File: config.mk
export PLATFORM = sky130hd
export DESIGN_NAME = swc_stream_write_cmd
export DESIGN_NICKNAME = d
export VERILOG_FILES = /design/src/shared/swc_pkg.sv /design/src/verilog/swc_stream_write_cmd.sv /design/src/verilog/swc_us_timer.sv
export SDC_FILE = /design/constraint.sdc
export NUM_CORES = 2
export LEC_CHECK = 0
export BUFFER_PORTS_ARGS = -buffer_cell sky130_fd_sc_hd__buf_2
export CAP_MARGIN = 10
export CORE_MARGIN = 2
export CORE_UTILIZATION = 50
export CTS_BUF_LIST = sky130_fd_sc_hd__clkbuf_4 sky130_fd_sc_hd__clkbuf_8
export CTS_CLUSTER_DIAMETER = 30
export DETAILED_ROUTE_END_ITERATION = 6
export GPL_ROUTABILITY_DRIVEN = 0
export PLACE_DENSITY = 0.71
export SLEW_MARGIN = 5
export SYNTH_ARGS = -nofsm -noshare
export SYNTH_HDL_FRONTEND = slang
export SYNTH_SLANG_ARGS = --single-unit
File: constraint.sdc
create_clock -name clk -period 8.5 [get_ports clk]
set_input_delay 1.7 -clock clk [delete_from_list [all_inputs] [get_ports clk]]
set_output_delay 1.7 -clock clk [all_outputs]
set_load 0.05 [all_outputs]
File: src/shared/swc_pkg.sv
// Contract
// - urgent flag: finish fast, within limit
// - continue-on-error: errors never abort command
// - errors with continue: full transfer, stream error
// - timeout with continue: stop, stream error, timeout
// - always try full transfer before limit
// - flush flag: stream to media before completion
// - resume flag: start at last error address
// - low three feature bits select stream
// - limit is previous feature times unit
// - zero feature uses stored stream default
// - time runs from command write to interrupt
// - short limit is raised to minimum
// - high byte previous; zero means 65536
// - first failing address readable, high select
// - data moves host to device by dma
`default_nettype none
package swc_pkg;
  // ---------------------------------------------------------------
  // register offsets
  // ---------------------------------------------------------------
  localparam logic [7:0] OFS_FEAT_CUR  = 8'h00;
  localparam logic [7:0] OFS_FEAT_PREV = 8'h04;
  localparam logic [7:0] OFS_SCNT_LO   = 8'h08;
  localparam logic [7:0] OFS_SCNT_HI   = 8'h0c;
  localparam logic [7:0] OFS_COMMAND   = 8'h10;
  localparam logic [7:0] OFS_STATUS    = 8'h14;
  localparam logic [7:0] OFS_ERRLOG    = 8'h18;
  localparam logic [7:0] OFS_LIMIT     = 8'h1c;
  localparam logic [7:0] OFS_UNIT      = 8'h20;
  localparam logic [7:0] OFS_STRM_CFG  = 8'h24;
  localparam logic [7:0] OFS_IRQ_STAT  = 8'h28;
  localparam logic [7:0] OFS_IRQ_MASK  = 8'h2c;
  localparam logic [7:0] OFS_LBA_LO    = 8'h30;
  localparam logic [7:0] OFS_LBA_HI    = 8'h34;
  localparam logic [7:0] OFS_HOB_SEL   = 8'h38;
  localparam logic [7:0] OFS_FAIL_LBA  = 8'h3c;
  // ---------------------------------------------------------------
  // field positions
  // ---------------------------------------------------------------
  localparam int URGENT_BIT   = 7;
  localparam int CONT_ERR_BIT = 6;
  localparam int FLUSH_BIT    = 5;
  localparam int RESUME_BIT   = 4;
  localparam int ST_BUSY      = 0;
  localparam int ST_STRM_ERR  = 1;
  localparam int ST_ERR       = 2;
  localparam int EL_TIMEOUT   = 0;
  localparam int EL_ABRT      = 2;
  localparam int EL_IDNF      = 4;
  localparam int EL_ICRC      = 7;
  localparam int IRQ_DONE     = 0;
  localparam int IRQ_TIMEOUT  = 1;
  localparam int IRQ_XERR     = 2;
  // ---------------------------------------------------------------
  // codes, reset values, timing
  // ---------------------------------------------------------------
  localparam logic [7:0]  CMD_OPCODE = 8'h3a;
  localparam logic [1:0]  EC_ICRC    = 2'h0;
  localparam logic [1:0]  EC_IDNF    = 2'h1;
  localparam logic [1:0]  EC_ABRT    = 2'h2;
  localparam logic [16:0] CNT_FULL   = 17'h10000;
  localparam logic [31:0] UNIT_RST   = 32'h00000001;
  localparam logic [1:0]  RESP_OKAY  = 2'h0;
  localparam logic [1:0]  RESP_SLV   = 2'h2;
  localparam int CLK_PERIOD_NS = 4;
  localparam int NS_PER_US     = 1000;
  localparam int CYC_PER_US    = NS_PER_US / CLK_PERIOD_NS;
  localparam int MIN_LIMIT_US  = 1000;
  typedef enum logic [1:0] {
    ST_IDLE  = 2'b00,
    ST_XFER  = 2'b01,
    ST_FLUSH = 2'b11,
    ST_END   = 2'b10
  } swc_state_t;
endpackage
`default_nettype wire

File: src/verilog/swc_stream_write_cmd.sv
`default_nettype none
module swc_stream_write_cmd #(
  parameter int MIN_LIMIT_US = swc_pkg::MIN_LIMIT_US,
  parameter int CYC_PER_US   = swc_pkg::CYC_PER_US
) (
  input  wire logic        clk,
  input  wire logic        rst,
  input  wire logic [7:0]  awaddr,
  input  wire logic        awvalid,
  output logic             awready,
  input  wire logic [31:0] wdata,
  input  wire logic [3:0]  wstrb,
  input  wire logic        wvalid,
  output logic             wready,
  output logic [1:0]       bresp,
  output logic             bvalid,
  input  wire logic        bready,
  input  wire logic [7:0]  araddr,
  input  wire logic        arvalid,
  output logic             arready,
  output logic [31:0]      rdata,
  output logic [1:0]       rresp,
  output logic             rvalid,
  input  wire logic        rready,
  output logic             xferStart,
  output logic [47:0]      xferLba,
  output logic [16:0]      xferCount,
  output logic [2:0]       xferSid,
  output logic             xferUrgent,
  output logic             xferAbort,
  input  wire logic        xferDone,
  input  wire logic        xferErr,
  input  wire logic [1:0]  xferErrCode,
  input  wire logic [47:0] xferErrLba,
  output logic             flushReq,
  input  wire logic        flushDone,
  output logic             cmdIntrq,
  output logic             irq
);
  // ---------------------------------------------------------------
  // helpers
  // ---------------------------------------------------------------
  function automatic logic [16:0] sectorCount(input logic [7:0] hi,
                                              input logic [7:0] lo);
    sectorCount = ({hi, lo} == 16'h0000) ? swc_pkg::CNT_FULL
                                          : {1'b0, hi, lo};
  endfunction

  function automatic logic [39:0] clampLimit(input logic [39:0] v);
    clampLimit = (v < 40'(MIN_LIMIT_US)) ? 40'(MIN_LIMIT_US) : v;
  endfunction

  // ---------------------------------------------------------------
  // state
  // ---------------------------------------------------------------
  swc_pkg::swc_state_t state_ff, nxt_state;
  logic [7:0]  featCur_ff, featPrev_ff, scntLo_ff, scntHi_ff;
  logic [31:0] unit_ff;
  logic [23:0] defLimit_ff [8];
  logic [7:0]  cfgd_ff;
  logic [47:0] errLba_ff [8];
  logic [47:0] startLba_ff, failLba_ff;
  logic        hob_ff, failSeen_ff, anyErr_ff;
  logic [2:0]  status_ff;
  logic [7:0]  errLog_ff;
  logic [2:0]  irqStat_ff, irqMask_ff;
  logic [39:0] limit_ff;
  logic        limitOn_ff, wc_ff, flush_ff;
  logic        awHeld_ff, wHeld_ff;
  logic [7:0]  awAddr_ff;
  logic [31:0] wData_ff;
  logic        expired;

  // ---------------------------------------------------------------
  // bus decode
  // ---------------------------------------------------------------
  wire       doWr   = awHeld_ff && wHeld_ff && !bvalid;
  wire [7:0] wa     = awAddr_ff;
  wire       wFeatC = doWr && wa == swc_pkg::OFS_FEAT_CUR;
  wire       wFeatP = doWr && wa == swc_pkg::OFS_FEAT_PREV;
  wire       wScLo  = doWr && wa == swc_pkg::OFS_SCNT_LO;
  wire       wScHi  = doWr && wa == swc_pkg::OFS_SCNT_HI;
  wire       wCmd   = doWr && wa == swc_pkg::OFS_COMMAND;
  wire       wUnit  = doWr && wa == swc_pkg::OFS_UNIT;
  wire       wCfg   = doWr && wa == swc_pkg::OFS_STRM_CFG;
  wire       wIrqS  = doWr && wa == swc_pkg::OFS_IRQ_STAT;
  wire       wIrqM  = doWr && wa == swc_pkg::OFS_IRQ_MASK;
  wire       wLbaL  = doWr && wa == swc_pkg::OFS_LBA_LO;
  wire       wLbaH  = doWr && wa == swc_pkg::OFS_LBA_HI;
  wire       wHob   = doWr && wa == swc_pkg::OFS_HOB_SEL;
  wire       wMapped = wFeatC || wFeatP || wScLo || wScHi || wCmd ||
                       wUnit || wCfg || wIrqS || wIrqM || wLbaL ||
                       wLbaH || wHob;
  // register writes other than hob select, irq mask and irq status clear are ignored while a command runs
  wire       idle   = (state_ff == swc_pkg::ST_IDLE);
  wire       start  = wCmd && idle &&
                      wData_ff[7:0] == swc_pkg::CMD_OPCODE;

  // ---------------------------------------------------------------
  // completion time limit
  // ---------------------------------------------------------------
  wire [2:0]  sid     = featCur_ff[2:0];
  wire [39:0] product = 40'(featPrev_ff) * 40'(unit_ff);
  wire [39:0] dfl     = 40'(defLimit_ff[sid]);
  wire        useDfl  = (featPrev_ff == 8'h00);
  wire        dflOn   = cfgd_ff[sid] && dfl != 40'h0;
  wire        limOn   = useDfl ? dflOn : 1'b1;
  wire [39:0] limRaw  = useDfl ? dfl : product;

  // ---------------------------------------------------------------
  // command sequencer
  // ---------------------------------------------------------------
  wire running  = (state_ff == swc_pkg::ST_XFER) ||
                  (state_ff == swc_pkg::ST_FLUSH);
  wire timeout  = running && expired;
  wire xErr     = (state_ff == swc_pkg::ST_XFER) && xferErr && !expired;
  wire stopNow  = timeout || (xErr && !wc_ff);

  always_comb
  begin
    nxt_state = state_ff;
    case (state_ff)
      swc_pkg::ST_IDLE:
        if (start)
          nxt_state = swc_pkg::ST_XFER;
      swc_pkg::ST_XFER:
        if (stopNow)
          nxt_state = swc_pkg::ST_END;
        else if (xferDone)
          nxt_state = flush_ff ? swc_pkg::ST_FLUSH
                               : swc_pkg::ST_END;
      swc_pkg::ST_FLUSH:
        if (timeout || flushDone)
          nxt_state = swc_pkg::ST_END;
      swc_pkg::ST_END:
        nxt_state = swc_pkg::ST_IDLE;
      default:
        nxt_state = swc_pkg::ST_IDLE;
    endcase
  end

  always_ff @(posedge clk)
  begin
    if (rst)
      state_ff <= swc_pkg::ST_IDLE;
    else
      state_ff <= nxt_state;
  end

  swc_us_timer #(.CYC_PER_US(CYC_PER_US)) u_swc_us_timer (
    .clk     (clk),
    .rst     (rst),
    .clr     (start),
    .run     (running),
    .limitOn (limitOn_ff),
    .limit   (limit_ff),
    .expired (expired)
  );

  // ---------------------------------------------------------------
  // command latch and transfer outputs
  // ---------------------------------------------------------------
  always_ff @(posedge clk)
  begin
    if (rst)
    begin
      limit_ff   <= 40'h0;
      limitOn_ff <= 1'b0;
      wc_ff      <= 1'b0;
      flush_ff   <= 1'b0;
      xferStart  <= 1'b0;
      xferLba    <= 48'h0;
      xferCount  <= 17'h0;
      xferSid    <= 3'h0;
      xferUrgent <= 1'b0;
    end
    else
    begin
      xferStart <= start;
      if (start)
      begin
        limit_ff   <= clampLimit(limRaw);
        limitOn_ff <= limOn;
        wc_ff      <= featCur_ff[swc_pkg::CONT_ERR_BIT];
        flush_ff   <= featCur_ff[swc_pkg::FLUSH_BIT];
        xferLba    <= featCur_ff[swc_pkg::RESUME_BIT] ? errLba_ff[sid]
                      : startLba_ff;
        xferCount  <= sectorCount(scntHi_ff, scntLo_ff);
        xferSid    <= sid;
        // engine runs minimum-time path; timer bounds it only when a limit is on
        xferUrgent <= featCur_ff[swc_pkg::URGENT_BIT];
      end
    end
  end

  always_ff @(posedge clk)
  begin
    if (rst)
    begin
      xferAbort <= 1'b0;
      flushReq  <= 1'b0;
      cmdIntrq  <= 1'b0;
    end
    else
    begin
      xferAbort <= (state_ff == swc_pkg::ST_XFER) && stopNow;
      flushReq  <= (nxt_state == swc_pkg::ST_FLUSH);
      cmdIntrq  <= (state_ff == swc_pkg::ST_END);
    end
  end

  // ---------------------------------------------------------------
  // ending status, error log, failing address
  // ---------------------------------------------------------------
  wire endNow = (state_ff == swc_pkg::ST_END);
  always_ff @(posedge clk)
  begin
    if (rst)
    begin
      status_ff   <= 3'h0;
      errLog_ff   <= 8'h00;
      anyErr_ff   <= 1'b0;
      failSeen_ff <= 1'b0;
      failLba_ff  <= 48'h0;
    end
    else if (start)
    begin
      status_ff   <= 3'h1; // busy only
      errLog_ff   <= 8'h00;
      anyErr_ff   <= 1'b0;
      failSeen_ff <= 1'b0;
    end
    else
    begin
      if (xErr)
      begin
        anyErr_ff <= 1'b1;
        errLog_ff[swc_pkg::EL_ICRC] <= errLog_ff[swc_pkg::EL_ICRC] ||
                                       xferErrCode == swc_pkg::EC_ICRC;
        errLog_ff[swc_pkg::EL_IDNF] <= errLog_ff[swc_pkg::EL_IDNF] ||
                                       xferErrCode == swc_pkg::EC_IDNF;
        errLog_ff[swc_pkg::EL_ABRT] <= errLog_ff[swc_pkg::EL_ABRT] ||
                                       xferErrCode == swc_pkg::EC_ABRT;
        if (!failSeen_ff)
        begin
          failSeen_ff <= 1'b1;
          failLba_ff  <= xferErrLba;
        end
      end
      if (timeout)
        errLog_ff[swc_pkg::EL_TIMEOUT] <= 1'b1;
      if (endNow)
      begin
        status_ff[swc_pkg::ST_BUSY]     <= 1'b0;
        status_ff[swc_pkg::ST_STRM_ERR] <= wc_ff &&
          (anyErr_ff || errLog_ff[swc_pkg::EL_TIMEOUT]);
        status_ff[swc_pkg::ST_ERR]      <= !wc_ff &&
          (anyErr_ff || errLog_ff[swc_pkg::EL_TIMEOUT]);
      end
    end
  end

  // ---------------------------------------------------------------
  // software registers and per-stream tables
  // ---------------------------------------------------------------
  always_ff @(posedge clk)
  begin
    if (rst)
    begin
      featCur_ff  <= 8'h00;
      featPrev_ff <= 8'h00;
      scntLo_ff   <= 8'h00;
      scntHi_ff   <= 8'h00;
      unit_ff     <= swc_pkg::UNIT_RST;
      cfgd_ff     <= 8'h00;
      startLba_ff <= 48'h0;
      hob_ff      <= 1'b0;
      irqMask_ff  <= 3'h0;
    end
    else if (idle)
    begin
      if (wFeatC) featCur_ff  <= wData_ff[7:0];
      if (wFeatP) featPrev_ff <= wData_ff[7:0];
      if (wScLo)  scntLo_ff   <= wData_ff[7:0];
      if (wScHi)  scntHi_ff   <= wData_ff[7:0];
      if (wUnit)  unit_ff     <= wData_ff;
      if (wCfg)   cfgd_ff[wData_ff[2:0]] <= 1'b1;
      if (wLbaL)  startLba_ff[23:0]  <= wData_ff[23:0];
      if (wLbaH)  startLba_ff[47:24] <= wData_ff[23:0];
      if (wHob)   hob_ff      <= wData_ff[0];
      if (wIrqM)  irqMask_ff  <= wData_ff[2:0];
    end
    else
    begin
      if (wHob)   hob_ff      <= wData_ff[0];
      if (wIrqM)  irqMask_ff  <= wData_ff[2:0];
    end
  end

  always_ff @(posedge clk)
  begin
    if (wCfg && idle)
      defLimit_ff[wData_ff[2:0]] <= wData_ff[31:8];
    // first error of the stream's latest failing command feeds a resumed command
    if (xErr && !failSeen_ff)
      errLba_ff[xferSid] <= xferErrLba;
  end

  // ---------------------------------------------------------------
  // interrupts: set wins over write-one clear
  // ---------------------------------------------------------------
  wire [2:0] irqSet = {xErr, timeout, endNow};
  wire [2:0] irqClr = wIrqS ? wData_ff[2:0] : 3'h0;
  always_ff @(posedge clk)
  begin
    if (rst)
      irqStat_ff <= 3'h0;
    else
      irqStat_ff <= (irqStat_ff & ~irqClr) | irqSet;
  end
  assign irq = |(irqStat_ff & irqMask_ff);

  // ---------------------------------------------------------------
  // axi4-lite slave
  // ---------------------------------------------------------------
  assign awready = !awHeld_ff;
  assign wready  = !wHeld_ff;
  assign arready = !rvalid;
  always_ff @(posedge clk)
  begin
    if (rst)
    begin
      awHeld_ff <= 1'b0;
      wHeld_ff  <= 1'b0;
      awAddr_ff <= 8'h00;
      wData_ff  <= 32'h0;
      bvalid    <= 1'b0;
      bresp     <= swc_pkg::RESP_OKAY;
    end
    else
    begin
      if (awvalid && awready)
      begin
        awHeld_ff <= 1'b1;
        awAddr_ff <= {awaddr[7:2], 2'b00};
      end
      if (wvalid && wready)
      begin
        wHeld_ff <= 1'b1;
        // partial strobes keep it simple: whole word or zeros
        wData_ff <= (wstrb == 4'hf) ? wdata : 32'h0;
      end
      if (doWr)
      begin
        awHeld_ff <= 1'b0;
        wHeld_ff  <= 1'b0;
        bvalid    <= 1'b1;
        bresp     <= wMapped ? swc_pkg::RESP_OKAY : swc_pkg::RESP_SLV;
      end
      else if (bvalid && bready)
        bvalid <= 1'b0;
    end
  end

  wire [7:0]  ra = {araddr[7:2], 2'b00};
  wire        rMapped = ra == swc_pkg::OFS_STATUS ||
                        ra == swc_pkg::OFS_ERRLOG ||
                        ra == swc_pkg::OFS_LIMIT ||
                        ra == swc_pkg::OFS_UNIT ||
                        ra == swc_pkg::OFS_IRQ_STAT ||
                        ra == swc_pkg::OFS_IRQ_MASK ||
                        ra == swc_pkg::OFS_HOB_SEL ||
                        ra == swc_pkg::OFS_FAIL_LBA;
  wire [23:0] failSel = hob_ff ? failLba_ff[47:24]
                               : failLba_ff[23:0];
  wire [31:0] rMux =
    (ra == swc_pkg::OFS_STATUS)   ? {29'h0, status_ff} :
    (ra == swc_pkg::OFS_ERRLOG)   ? {24'h0, errLog_ff} :
    (ra == swc_pkg::OFS_LIMIT)    ? limit_ff[31:0] :
    (ra == swc_pkg::OFS_UNIT)     ? unit_ff :
    (ra == swc_pkg::OFS_IRQ_STAT) ? {29'h0, irqStat_ff} :
    (ra == swc_pkg::OFS_IRQ_MASK) ? {29'h0, irqMask_ff} :
    (ra == swc_pkg::OFS_HOB_SEL)  ? {31'h0, hob_ff} :
    (ra == swc_pkg::OFS_FAIL_LBA) ? {8'h00, failSel} : 32'h0;

  always_ff @(posedge clk)
  begin
    if (rst)
    begin
      rvalid <= 1'b0;
      rdata  <= 32'h0;
      rresp  <= swc_pkg::RESP_OKAY;
    end
    else if (arvalid && arready)
    begin
      rvalid <= 1'b1;
      rdata  <= rMux;
      rresp  <= rMapped ? swc_pkg::RESP_OKAY : swc_pkg::RESP_SLV;
    end
    else if (rvalid && rready)
      rvalid <= 1'b0;
  end
endmodule // swc_stream_write_cmd
`default_nettype wire

File: src/verilog/swc_us_timer.sv
`default_nettype none
module swc_us_timer #(
  parameter int CYC_PER_US = swc_pkg::CYC_PER_US
) (
  input  wire logic        clk,
  input  wire logic        rst,
  input  wire logic        clr,
  input  wire logic        run,
  input  wire logic        limitOn,
  input  wire logic [39:0] limit,
  output logic             expired
);
  // ---------------------------------------------------------------
  // microsecond prescaler and counter
  // ---------------------------------------------------------------
  logic [15:0] pre_ff;
  logic [39:0] us_ff;
  logic        expired_ff;
  wire         tick = (pre_ff == 16'(CYC_PER_US - 1));

  always_ff @(posedge clk)
  begin
    if (rst || clr)
    begin
      pre_ff <= 16'h0000;
      us_ff  <= 40'h0;
    end
    else if (run)
    begin
      pre_ff <= tick ? 16'h0000 : pre_ff + 16'h0001;
      // saturate so a long command never wraps to early expiry
      if (tick && us_ff != '1)
        us_ff <= us_ff + 40'h1;
    end
  end

  always_ff @(posedge clk)
  begin
    if (rst || clr)
      expired_ff <= 1'b0;
    else
      expired_ff <= run && limitOn && (us_ff >= limit);
  end
  assign expired = expired_ff;
endmodule // swc_us_timer
`default_nettype wire
==> flow_metrics.tcl <==
set metrics [dict create \
    root_buffer "clkbuf_8" \
    core_sq_um 96400 \
    die_x_microns 315 \
    crit_chain "buf_4 > and2_1 > fa_1 > fa_1 > fa_1 > inv_1 > fa_1 > inv_1 > ha_1 > a21oi_1 > o21ai_0 > a21oi_1 > nand2_1 > o311ai_0 > o21ai_0 > or4_1 > a211o_1 > o31ai_2 > o22ai_1" \
    grt_pass1_wl_mm 201 \
    multi_input_area_sq_um 20500 \
    wl_mm 133 \
    postRouteAntennaNets 0 \
    cts_tree "done" \
    die_y_microns 315 \
    setup.worst_path.class "register to register" \
    io_buffers 220 \
    row_count 114 \
    ys_seq_area_frac 0.537 \
    post_cts_resized 0 \
    synth_edf_count 576 \
    drive_above_1_share 0.175 \
    fin_ws_ns 1.74 \
    drc 0 \
    cp_data_arrival_time_ns 7.40 \
    min_path_type "register to register" \
    gr-total-overflow 0 \
    maxSlewViolCount 0 \
    synth-seq-cells 1012 \
    finalHoldViolations 0 \
    synth.cell_area_sq_um 48500 \
    hold_buffers 0 \
    place_inst 5452 \
    numClockSinks 1012 \
    wl_per_cell_microns 23.1 \
    pre_cts_ws_ns 1.40 \
    cp-start-kind "register" \
    endpoint_kind "register" \
    syn_inst 4153 \
    firstDrtPassIters 5 \
    tns_ns 0 \
    io_pins 227 \
    place_area_sq_um 50700 \
    drtIter0Drc 2832 \
    slew_headroom 0.214 \
    cpMostUsedCell "fa_1" \
    slowest_stage "fa_1" \
    rsz0062_at_grt "false" \
    ys_types 86 \
    vias 33300 \
    grt_use_total 0.270 \
    vias_per_cell 5.77 \
    cp_max_fo 26 \
    min_path_cells 2 \
    cp.required_ns 9.15 \
    pwr_density_cell_nw_per_um2 185 \
    syn_area_per_cell_sq_um 11.7 \
    vdd_drop_max_uv 244 \
    post-cts-setup-buffers 0 \
    cts_buffers 164 \
    period_needed_ns 6.76 \
    fin_crit_sh 0.795 \
    worstRegToRegCells 19 \
    htreeDepth 4 \
    clock_path_buffers 3 \
    initial_core_util 0.503 \
    maxCapViolations 0 \
    nNetsFinal 4738 \
    antenna_found_initial 12 \
    power_mw 10.1 \
    p_leak_nw 20.0 \
    instances_no_fill 5766 \
    grt_max_degree 100 \
    fin_util 0.565 \
    seq_area_sq_um 26000 \
    fin_skew_ns 0.0603 \
    clkLatencyLatePin_ns 0.85 \
    max_stage_delay_ns 0.55 \
    fill_cells 7958 \
    setup_violations 0 \
    dieArea_sq_um 99500 \
    ys_warn_count 0 \
    dp_hpwl_mm 89.3 \
    grt_pass1_vias 33300 \
    status "complete, no violations" \
    tightest_slew_ns 1.18 \
    timing.fmax_mhz 148 \
    synth-main-ff-cell "edfxtp_1" \
    clk_pin_slew_ns 0.06 \
    final_area_sq_um 54500 \
    area_growth_syn_to_layout_pct 12.5 \
    whs_ns 0.450 \
    postSynth.asyncResetShare 0 \
]
cells by family (layout without fill, tap and decap cells):
logic type	count (synthesis)	count (layout)	synth area share
compound gates	636	636	0.0813
simple gates	1326	1326	0.125
mux	296	296	0.0990
flops	1012	1012	0.537
xor+xnor	80	80	0.0145
fa+ha+maj	284	284	0.101
other cells	1	11	0.0000774
buf+inv	518	845	0.0426
layout by cell type (no fill, tap or decap), types with 19 or more instances in the layout:
cell type | synthesis | routed
mux4_2 | 146 | 146
inv_1 | 262 | 262
clkbuf_4 | 0 | 40
bufinv_16 | 0 | 19
o21ai_0 | 64 | 64
a21o_1 | 24 | 24
a21oi_1 | 302 | 302
clkbuf_8 | 4 | 182
xor2_1 | 47 | 47
nor3_1 | 47 | 41
nand4_1 | 37 | 37
ha_1 | 103 | 103
and2_1 | 193 | 193
nor2_1 | 304 | 293
edfxtp_1 | 576 | 576
a22oi_1 | 76 | 76
dfxtp_1 | 436 | 432
fa_1 | 180 | 180
nand2_1 | 600 | 600
clkinv_2 | 0 | 23
mux2i_1 | 142 | 142
o211ai_1 | 61 | 61
nand3_1 | 29 | 29
a211oi_1 | 24 | 24
buf_2 | 19 | 219
buf_4 | 8 | 57
xnor2_1 | 33 | 33
cell usage after synthesis (6+ instances only):
| cell type | number | area share |
|---|---|---|
| xnor2_1 | 33 | 0.0060 |
| edfxtp_1 | 576 | 0.36 |
| o211ai_1 | 61 | 0.0094 |
| dfxtp_1 | 436 | 0.18 |
| mux2i_1 | 142 | 0.029 |
| a31oi_1 | 11 | 0.0014 |
| clkbuf_1 | 197 | 0.015 |
| nor2b_1 | 15 | 0.0019 |
| nand3_1 | 29 | 0.0030 |
| fa_1 | 180 | 0.074 |
| nor4b_1 | 6 | 0.0011 |
| a21oi_1 | 302 | 0.031 |
| nor3_1 | 47 | 0.0049 |
| a21o_1 | 24 | 0.0037 |
| buf_4 | 8 | 0.0012 |
| and4_1 | 7 | 0.0013 |
| a211oi_1 | 24 | 0.0037 |
| nor4_1 | 19 | 0.0025 |
| mux2_2 | 8 | 0.0019 |
| inv_1 | 262 | 0.020 |
| nand4_1 | 37 | 0.0048 |
| a22oi_1 | 76 | 0.012 |
| nor2_1 | 304 | 0.024 |
| buf_2 | 19 | 0.0020 |
| and2_1 | 193 | 0.025 |
| or3_1 | 11 | 0.0014 |
| nor3b_1 | 11 | 0.0017 |
| nand2_1 | 600 | 0.046 |
| o21ai_0 | 64 | 0.0066 |
| nand2b_1 | 11 | 0.0014 |
| buf_1 | 23 | 0.0018 |
| o21a_1 | 7 | 0.0011 |
| and3_1 | 10 | 0.0013 |
| mux4_2 | 146 | 0.068 |
| ha_1 | 103 | 0.027 |
| xor2_1 | 47 | 0.0085 |
critical path: cells and delay by family, from the launching register on:
| kind | cells | cell delay (ns) |
|---|---|---|
| AND/OR/NAND/NOR | 3 | 0.73 |
| adder cells (fa/ha/maj) | 5 | 2.39 |
| AO/OA/AOI/OAI | 8 | 2.49 |
| buffers and inverters | 3 | 0.46 |
| flip-flops | 1 | 0.51 |
power by group:
part | internal [mW] | leakage, nW | switching (mW)
Combinational | 0.0376 | 8.90 | 0.132
Clock | 2.75 | 1.93 | 2.01
Sequential | 5.16 | 9.17 | 0.0107
sequential cells by signal (all words and copies together), names as in the netlist, 40 cells and up, named ones only:
signal	cells
defLimit_ff	192
limit_ff	40
u_swc_us_timer.us_ff	40
startLba_ff	48
xferLba	48
failLba_ff	48
errLba_ff	384
worst paths after layout:
path                   from             to  slack [ns]
min reg2reg   xferCount[15]  xferCount[15]        0.45
max          featPrev_ff[3]    limit_ff[1]        1.74
max reg2reg  featPrev_ff[3]    limit_ff[1]        1.74
min           xferCount[15]  xferCount[15]        0.45
area by class of cell:
cell class | count | area share
Tap cell | 1276 | 0.0293
Sequential cell | 1012 | 0.478
Clock inverter | 82 | 0.0176
Inverter | 262 | 0.0180
Multi-Input combinational cell | 2624 | 0.377
Clock buffer | 222 | 0.0515
Timing Repair Buffer | 279 | 0.0289
Antenna cell | 9 | 0.000413
routing by layer:
layer	up-vias	part of all wire	GRT usage
met2	1428	0.47	0.439
met1	16500	0.39	0.345
met3	300	0.087	0.0621
met4	8	0.049	0.125
li1	15000	-	-
met5	-	0.00044	0
Note: power is estimated with default switching activity, not from simulation.
